## config.mk

```make
export PLATFORM = sky130hd
export DESIGN_NAME = mgf_regs
export DESIGN_NICKNAME = d
export VERILOG_FILES = /design/src/include/mgf_pkg.sv /design/src/rtl/mgf_regs.sv
export SDC_FILE = /design/constraint.sdc
export NUM_CORES = 1
export LEC_CHECK = 0
export ABC_CLOCK_PERIOD_IN_PS = 7300
export BUFFER_PORTS_ARGS = -buffer_cell sky130_fd_sc_hd__buf_2
export CAP_MARGIN = 20
export CORE_ASPECT_RATIO = 1.75
export CORE_MARGIN = 1
export CORE_UTILIZATION = 47
export CTS_BUF_LIST = sky130_fd_sc_hd__clkbuf_8
export DETAILED_ROUTE_END_ITERATION = 8
export GPL_TIMING_DRIVEN = 0
export PLACE_DENSITY_LB_ADDON = 0.12
export SETUP_SLACK_MARGIN = 0.5
export SYNTH_ARGS = -nofsm -noshare
export SYNTH_HDL_FRONTEND = slang
export SYNTH_SLANG_ARGS = --single-unit
```

## constraint.sdc

```tcl
create_clock -name clock -period 7.3 [get_ports clock]
set_clock_uncertainty 0.1 [all_clocks]
set_input_delay 0 -clock clock [delete_from_list [all_inputs] [get_ports clock]]
set_output_delay 0 -clock clock [all_outputs]
set_load 0.005 [all_outputs]
```

## src/include/mgf_pkg.sv

```systemverilog
// Package for the monitor, user I/O and fault register bank.
// Assumes a byte-wide register port fed by the device's serial slave.
package mgf_pkg;
   // Register offsets
   localparam logic [7:0] ADDR_ADC_SETUP = 8'hc0;
   localparam logic [7:0] ADDR_BUS_CURRENT = 8'hc3;
   localparam logic [7:0] ADDR_THERM_VOLT = 8'hc4;
   localparam logic [7:0] ADDR_UIO_DIR = 8'hc8;
   localparam logic [7:0] ADDR_UIO_DRIVE = 8'hc9;
   localparam logic [7:0] ADDR_UIO_SAMPLED = 8'hca;
   localparam logic [7:0] ADDR_ROLE_SETTLED = 8'hcb;
   localparam logic [7:0] ADDR_OV_SETUP = 8'hcc;
   localparam logic [7:0] ADDR_OV_FLAGS = 8'hcd;
   // Reset values
   localparam logic [7:0] RST_ADC_SETUP = 8'h81;
   localparam logic [7:0] RST_ZERO = 8'h00;
   // adc_setup fields
   localparam int ADC_KEEP_BIT = 7;
   localparam int BIAS_LSB = 5;
   localparam int DEB_LSB = 3;
   localparam int SCAN_LSB = 0;
   localparam logic [2:0] SCAN_CODE_MAX = 3'h5;
   localparam int SCAN_BASE_SHIFT = 2;
   // role_settled_control field
   localparam int ROLE_BIT = 5;
   // overvoltage_setup fields
   localparam int ALARM_EN_BIT = 7;
   localparam int DL_LEVEL_BIT = 6;
   localparam int DL_CHECK_BIT = 5;
   localparam int BUS_CHECK_BIT = 4;
   localparam int BUS_THR_LSB = 0;
   // overvoltage_flags fields
   localparam int FLAG_DL = 2;
   localparam int FLAG_BUS = 1;
   localparam int FLAG_CC = 0;
   // Number of user I/O pins
   localparam int UIO_N = 3;
   // Timing
   localparam int CLK_HZ = 100000000;
   localparam int MS_TIME_US = 1000;
   localparam int MS_CYCLES = CLK_HZ / 1000000 * MS_TIME_US;
endpackage : mgf_pkg

```

## src/rtl/mgf_regs.sv

```systemverilog
// Register bank: ADC setup/results, three user I/O pins, role-settled flag,
// overvoltage enables, thresholds, sticky flags and fault alarm on pin 2.
// Assumes a same-clock byte register port; comparator and pin inputs are async.
//
// Functional notes
// - Bits 6:5 pick thermistor bias: 1.25uA, 5uA, 20uA, 100uA.
// - Bits 4:3 give zero to three extra ADC debounce repetitions.
// - Bits 2:0 pick scan interval 4ms to 128ms; reset code 001.
// - Read-only bus-current code, reset zero.
// - Read-only thermistor voltage code, reset zero, 9.41mV per step.
// - Direction bits 0..2: 0 input, 1 output; reset all inputs.
// - Output pins drive their data bit, pin 2 only while alarm bit 7 is clear; host sets direction first.
// - Input bits return sampled pin levels; host makes pin input first.
// - Host sets role-settled when connected, clears when detached.
// - Alarm enable bit 7 drives pin 2 high on any overvoltage.
// - Bit 6 selects data-line threshold 4V or 4.5V.
// - Data-line check only while bit 5 is set.
// - Bus check only while bit 4 is set.
// - Bits 3:0 select bus threshold, 6V up to 24V.
// - Flags: data-line bit 2, bus bit 1, config channel bit 0.
// - ADC setup at 0xc0, reset 0x81.
// - Fixed 6.5V config channel level sets its flag.
`timescale 1ns/100ps
module mgf_regs #(
   parameter int MS_CYCLES = mgf_pkg::MS_CYCLES
) (
   input wire logic clock, // System clock
   input wire logic nrst, // Async reset, active low
   input wire logic [7:0] reg_addr, // Register offset
   input wire logic [7:0] reg_wdata, // Write data
   input wire logic reg_wr, // Write strobe
   input wire logic reg_rd, // Read strobe
   output logic [7:0] reg_rdata, // Read data, next cycle
   output logic adc_start, // Conversion start pulse
   input wire logic adc_done, // Conversion done pulse
   input wire logic [7:0] adc_bus_current_code, // Converter bus current
   input wire logic [7:0] adc_thermistor_code, // Converter thermistor voltage
   output logic [1:0] thermistor_bias_select, // Thermistor pin bias code
   input wire logic [2:0] uio_in, // User I/O pin levels
   output logic [2:0] uio_out, // User I/O drive levels
   output logic [2:0] uio_oe, // User I/O output enables
   output logic role_settled, // Leaves power saving when high
   input wire logic dataline_ov_cmp, // Data-line comparator
   input wire logic bus_ov_cmp, // Bus comparator
   input wire logic cc_ov_cmp, // Config channel comparator
   output logic dataline_overvolt_level, // Data-line threshold select
   output logic dataline_overvolt_check, // Data-line comparator enable
   output logic bus_overvolt_check, // Bus comparator enable
   output logic [3:0] bus_overvolt_threshold // Bus threshold select
);
   localparam int NS = 3 + mgf_pkg::UIO_N;

   logic [7:0] adc_setup_r;
   logic [7:0] bus_current_r;
   logic [7:0] therm_r;
   logic [2:0] dir_r;
   logic [2:0] drive_r;
   logic role_r;
   logic [7:0] ov_setup_r;
   logic [2:0] flags_r;
   logic [2:0] flags_nxt;
   logic [NS-1:0] s1_r;
   logic [NS-1:0] s2_r;
   logic [NS-1:0] s3_r;
   logic [NS-1:0] stable_r;
   logic [31:0] scan_cnt_r;
   logic [1:0] rep_r;
   logic [7:0] rdata_nxt;

   // Scan interval in cycles for a code
   function automatic logic [31:0] scan_cycles(input logic [2:0] code);
      logic [2:0] c;
      c = (code > mgf_pkg::SCAN_CODE_MAX) ? mgf_pkg::SCAN_CODE_MAX : code;
      scan_cycles = 32'(MS_CYCLES) << (mgf_pkg::SCAN_BASE_SHIFT + int'(c));
   endfunction : scan_cycles

   // Decoding
   wire wr_adc = reg_wr && (reg_addr == mgf_pkg::ADDR_ADC_SETUP);
   wire wr_dir = reg_wr && (reg_addr == mgf_pkg::ADDR_UIO_DIR);
   wire wr_drive = reg_wr && (reg_addr == mgf_pkg::ADDR_UIO_DRIVE);
   wire wr_role = reg_wr && (reg_addr == mgf_pkg::ADDR_ROLE_SETTLED);
   wire wr_ov = reg_wr && (reg_addr == mgf_pkg::ADDR_OV_SETUP);
   wire rd_flags = reg_rd && (reg_addr == mgf_pkg::ADDR_OV_FLAGS);
   wire [1:0] deb_code = adc_setup_r[mgf_pkg::DEB_LSB +: 2];
   wire [2:0] scan_code = adc_setup_r[mgf_pkg::SCAN_LSB +: 3];
   wire scan_hit = (scan_cnt_r >= scan_cycles(scan_code) - 32'h1);
   wire latch_result = adc_done && (rep_r >= deb_code);
   wire alarm_en = ov_setup_r[mgf_pkg::ALARM_EN_BIT];
   wire dl_ov = stable_r[0];
   wire bus_ov = stable_r[1];
   wire cc_ov = stable_r[2];
   wire [2:0] uio_sampled = stable_r[3 +: 3];
   wire alarm_level = |flags_r;

   // Sticky flags; set beats read-clear
   assign flags_nxt[mgf_pkg::FLAG_DL] = (dl_ov && ov_setup_r[mgf_pkg::DL_CHECK_BIT]) ||
      (flags_r[mgf_pkg::FLAG_DL] && !rd_flags);
   assign flags_nxt[mgf_pkg::FLAG_BUS] = (bus_ov && ov_setup_r[mgf_pkg::BUS_CHECK_BIT]) ||
      (flags_r[mgf_pkg::FLAG_BUS] && !rd_flags);
   assign flags_nxt[mgf_pkg::FLAG_CC] = cc_ov || (flags_r[mgf_pkg::FLAG_CC] && !rd_flags);

   // Read mux; reserved bits zero
   always_comb begin
      case (reg_addr)
         mgf_pkg::ADDR_ADC_SETUP: rdata_nxt = adc_setup_r;
         mgf_pkg::ADDR_BUS_CURRENT: rdata_nxt = bus_current_r;
         mgf_pkg::ADDR_THERM_VOLT: rdata_nxt = therm_r;
         mgf_pkg::ADDR_UIO_DIR: rdata_nxt = {5'h00, dir_r};
         mgf_pkg::ADDR_UIO_DRIVE: rdata_nxt = {5'h00, drive_r};
         mgf_pkg::ADDR_UIO_SAMPLED: rdata_nxt = {5'h00, uio_sampled};
         mgf_pkg::ADDR_ROLE_SETTLED: rdata_nxt = 8'(role_r) << mgf_pkg::ROLE_BIT;
         mgf_pkg::ADDR_OV_SETUP: rdata_nxt = ov_setup_r;
         mgf_pkg::ADDR_OV_FLAGS: rdata_nxt = {5'h00, flags_r};
         default: rdata_nxt = 8'h00;
      endcase
   end

   // Input synchronisers, three stages, change taken when 2 and 3 agree
   // Comparators first, then pins; order matches the decode wires above
   wire [NS-1:0] raw_in = {uio_in, cc_ov_cmp, bus_ov_cmp, dataline_ov_cmp};
   genvar g;
   generate
      for (g = 0; g < NS; g++) begin : g_sync
         always_ff @(posedge clock or negedge nrst) begin
            if (!nrst) begin
               s1_r[g] <= 1'b0;
               s2_r[g] <= 1'b0;
               s3_r[g] <= 1'b0;
               stable_r[g] <= 1'b0;
            end else begin
               s1_r[g] <= raw_in[g];
               s2_r[g] <= s1_r[g];
               s3_r[g] <= s2_r[g];
               if (s2_r[g] == s3_r[g]) begin
                  stable_r[g] <= s3_r[g];
               end
            end
         end
      end
   endgenerate

   // Writable registers
   always_ff @(posedge clock or negedge nrst) begin
      if (!nrst) begin
         adc_setup_r <= mgf_pkg::RST_ADC_SETUP;
         dir_r <= 3'h0;
         drive_r <= 3'h0;
         role_r <= 1'b0;
         ov_setup_r <= mgf_pkg::RST_ZERO;
      end else begin
         if (wr_adc) adc_setup_r <= reg_wdata;
         if (wr_dir) dir_r <= reg_wdata[2:0];
         if (wr_drive) drive_r <= reg_wdata[2:0];
         if (wr_role) role_r <= reg_wdata[mgf_pkg::ROLE_BIT];
         if (wr_ov) ov_setup_r <= reg_wdata;
      end
   end

   // Scan timer, debounce and results
   always_ff @(posedge clock or negedge nrst) begin
      if (!nrst) begin
         scan_cnt_r <= 32'h0;
         adc_start <= 1'b0;
         rep_r <= 2'h0;
         bus_current_r <= 8'h00;
         therm_r <= 8'h00;
      end else begin
         scan_cnt_r <= (scan_hit || wr_adc) ? 32'h0 : scan_cnt_r + 32'h1;
         adc_start <= scan_hit || (adc_done && !latch_result);
         if (adc_done) begin
            rep_r <= latch_result ? 2'h0 : rep_r + 2'h1;
         end
         if (latch_result) begin
            bus_current_r <= adc_bus_current_code;
            therm_r <= adc_thermistor_code;
         end
      end
   end

   // Flags, pins and analog controls
   always_ff @(posedge clock or negedge nrst) begin
      if (!nrst) begin
         flags_r <= 3'h0;
         reg_rdata <= 8'h00;
         uio_out <= 3'h0;
         uio_oe <= 3'h0;
         role_settled <= 1'b0;
         thermistor_bias_select <= 2'h0;
         dataline_overvolt_level <= 1'b0;
         dataline_overvolt_check <= 1'b0;
         bus_overvolt_check <= 1'b0;
         bus_overvolt_threshold <= 4'h0;
      end else begin
         flags_r <= flags_nxt;
         reg_rdata <= reg_rd ? rdata_nxt : 8'h00;
         uio_out[1:0] <= drive_r[1:0];
         uio_oe[1:0] <= dir_r[1:0];
         uio_out[2] <= alarm_en ? alarm_level : drive_r[2];
         uio_oe[2] <= alarm_en | dir_r[2];
         role_settled <= role_r;
         thermistor_bias_select <= adc_setup_r[mgf_pkg::BIAS_LSB +: 2];
         dataline_overvolt_level <= ov_setup_r[mgf_pkg::DL_LEVEL_BIT];
         dataline_overvolt_check <= ov_setup_r[mgf_pkg::DL_CHECK_BIT];
         bus_overvolt_check <= ov_setup_r[mgf_pkg::BUS_CHECK_BIT];
         bus_overvolt_threshold <= ov_setup_r[mgf_pkg::BUS_THR_LSB +: 4];
      end
   end
endmodule : mgf_regs

```

==> summary.md <==
| Metric | Value |
|---|---|
| Port Buf Inserts | `67` |
| Leak Pwr | `3.27 nW` |
| Vias in the first global route | `4516` |
| CP startpoint kind | `flop` |
| Vias | `4350` |
| Async SR Flop Fraction | `100%` |
| First-pass GRT wire length | `22700 um` |
| Relative slew slack | `41.6%` |
| WHS | `0.0220 ns` |
| RSZ-0062 raised after global routing | `false` |
| Setup Crit Path Kind | `flop to flop` |
| Post-CTS Resized | `0` |
| Synth Flop Type | `dfrtp_1` |
| Final TNS setup | `0 ns` |
| R2r startpoint | `adc_setup_r[2]` |
| Clock sinks | `125` |
| Clock power frac | `39.9%` |
| Area share of the largest cell type after synthesis | `51.6%` |
| Largest net degree at the start of global routing | `88` |
| GRT overflow | `0` |
| Worst Max-Slew Pin Slew | `0.875 ns` |
| Worst hold path class | `input port to flop` |
| Final setup vio count | `0` |
| Initial Utilization | `48.0%` |
| Status | `finished clean` |
| Post-Synthesis Cell Area | `5960 sq um` |
| Pwr dens | `204 nW/um^2` |
| Register bit count reported by yosys | `125` |
| Clk root buf | `clkbuf_8` |
| H-tree levels | `4` |
| Placer Congestion | `0.926` |
| Fmax | `225 MHz` |
| Synth area leader | `dfrtp_1` |
| Placeable Area | `12400 sq um` |
| Gr usage total | `23.4%` |
| CTS tree | `done` |
| CP Data Arrival Time | `4.64 ns` |
| 1st-pass router iterations | `5` |
| Worst-path maximum fanout | `10` |
| Internal Power | `0.00109 W` |
| Most frequent cells in the layout | `dfrtp_1, buf_2, nand2_1` |
| Worst VDD drop | `0.000126 V` |
| Routed Antenna Nets | `0` |
| Post-Route WL | `14200 um` |
| Layout net count | `703` |
| Vias per cell | `5.34` |
| Post-CTS Setup Bufs | `0` |
| Post-layout min period | `4.45 ns` |
| Most common cell after layout, fill and taps aside | `dfrtp_1` |
| DRC viols | `0` |
| Number of synthesized flops with an enable pin | `0` |
| Fraction of layout cells with a size suffix above 1 | `29.1%` |
| Synth Area per Inst | `11.8 sq um` |
| Reg2Reg Capture Point | `scan_cnt_r[24]` |
| Worst r2r path cells | `15` |
| Switching Share | `27.0%` |
| Sw Pwr | `0.000405 W` |
| Sequential fraction of the synthesis area | `52.5%` |
| Initial antenna violation count | `0` |
| Clock transition at path regs | `0.08 ns` |
| Worst Setup EP | `scan_cnt_r[24]` |
| Syn Inst Count | `504` |
| Clock latency at the later pin of the worst-skew pair | `0.42 ns` |
| Reg power frac | `50.0%` |
| Initial DRC Count | `133` |
| TritonCTS Buffers | `17` |
| Crit path required time | `7.49 ns` |
| Area grow syn2layout | `22.9%` |
| Ranking of synthesized cells by area | `dfrtp_1, mux2_2, ha_1` |
| IO Pins | `68` |
| Die Width | `87.2 um` |
| Library cells used by synthesis | `59` |
| Combinational power share | `10.1%` |
| R2R Setup Slk | `2.85 ns` |
| Avg WL per Cell | `17.4 um` |
| Diodes inserted | `0` |
| Final Hold Fails | `0` |
| Max-Cap Viols | `0` |
| Vert. Die Dim | `151 um` |
| Final cycle utilization of the critical path | `61.0%` |
| Rows | `54` |
| Full die area | `13200 sq um` |
| Design Power | `0.00150 W` |
| Ys Warns | `0` |
| Slew Viols, Final | `0` |
| Hold Buf Count CTS | `36` |
| Crit. Startpoint | `adc_setup_r[2]` |
| Clock tree buffer depth | `2` |
| Fin util | `59.0%` |
| Post-detail-place hpwl | `10600 um` |
| Setup crit end kind | `flop` |
kinds of logic (layout without fill, tap and decap cells):
logic type | after synthesis | after routing | share of synthesized area, %
mux | 51 | 51 | 9.52
simple gates | 161 | 161 | 16.2
compound gates | 70 | 70 | 7.97
fa+ha+maj | 33 | 33 | 6.67
other cells | 1 | 7 | 0.0629
flops | 125 | 125 | 52.5
buf+inv | 34 | 170 | 2.81
xor+xnor | 29 | 29 | 4.26
registers in the layout, indices dropped and copies added (netlist names), 8 cells and up:
| signal | count |
|---|---|
| scan_cnt_r | 32 |
| bus_current_r | 8 |
| adc_setup_r | 8 |
| ov_setup_r | 8 |
| reg_rdata | 8 |
| therm_r | 8 |
worst min-delay path by stage:
stage / startpoint / to / slack [ns] / cells past startpoint
3_5_place_dp: nrst / scan_cnt_r[28] / -0.17 / 1
4_1_cts: reg_addr[0] / reg_rdata[5] / 0.004 / 4
6_report: reg_addr[0] / reg_rdata[5] / 0.02 / 4
2_1_floorplan: nrst / adc_setup_r[1] / -0.40 / 0
5_1_grt: reg_addr[0] / reg_rdata[5] / 0.03 / 4
3_3_place_gp: uio_in[0] / s1_r[3] / 0.008 / 1
through the flow:
step | cells | setup slack [ns] | instance area, sq um
2_1_floorplan | 510 | 3.77 | 5990
3_3_place_gp | 745 | 2.87 | 6530
3_5_place_dp | 746 | 2.83 | 6570
4_1_cts | 814 | 2.82 | 7330
5_1_grt | 814 | 2.58 | 7330
6_report | 814 | 2.85 | 7330
per-layer routing:
layer	GRT usage, %	share of wire, %
met1	24.4	37
met2	42.1	55
met3	4.90	2.6
met4	14.8	5.2
met5	0	0
cell type report:
cell class	count	area (sq um)
Multi-Input combinational cell	351	2690
Buffer	21	119
Timing Repair Buffer	104	739
Sequential cell	125	3130
Inverter	13	48.8
Clock inverter	14	149
Tap cell	168	210
Clock buffer	18	248
Fill cell	1086	5100
critical path, stage by stage, from the launching register on:
cell and delay (ns):
dfrtp_1 0.40, clkbuf_1 0.28, clkbuf_1 0.19, ha_1 0.34, clkbuf_1 0.32, buf_1 0.39
nand3_1 0.18, o21ai_0 0.16, a21oi_1 0.13, ha_1 0.32, nand4_1 0.18, nor4_1 0.53
a22oi_1 0.15, o211ai_2 0.21, buf_2 0.36, nor4_2 0.09
cells in the mapped netlist (3+ instances only):
cell type and count:
a21oi_1 19, clkbuf_1 7, o21ai_0 13, nand4_1 14, buf_6 3, nand2b_1 3, nor2_1 26, a21o_1 5
nor3_1 7, mux2i_1 5, ha_1 27, xnor2_1 17, mux2_1 7, nor4_2 22, nor4_1 9, inv_1 11
a222oi_1 4, xor2_1 12, nand3_1 11, mux2_2 39, maj3_1 6, a22oi_1 4, o21a_1 3, or2_2 3
nand2_1 48, buf_2 8, nor2b_1 3, dfrtp_1 123, a31oi_1 4
power by group through the flow:
stage / clock (W) / combinational [W] / sequential, W
after floorplan: 0 / 0.0000795 / 0.000755
after global placement: 0 / 0.000131 / 0.000761
after detailed placement: 0 / 0.000135 / 0.000763
after CTS: 0.000613 / 0.000152 / 0.000749
after global routing: 0.000642 / 0.000168 / 0.000752
final: 0.000597 / 0.000151 / 0.000749
(Power assumes the default switching activity.)
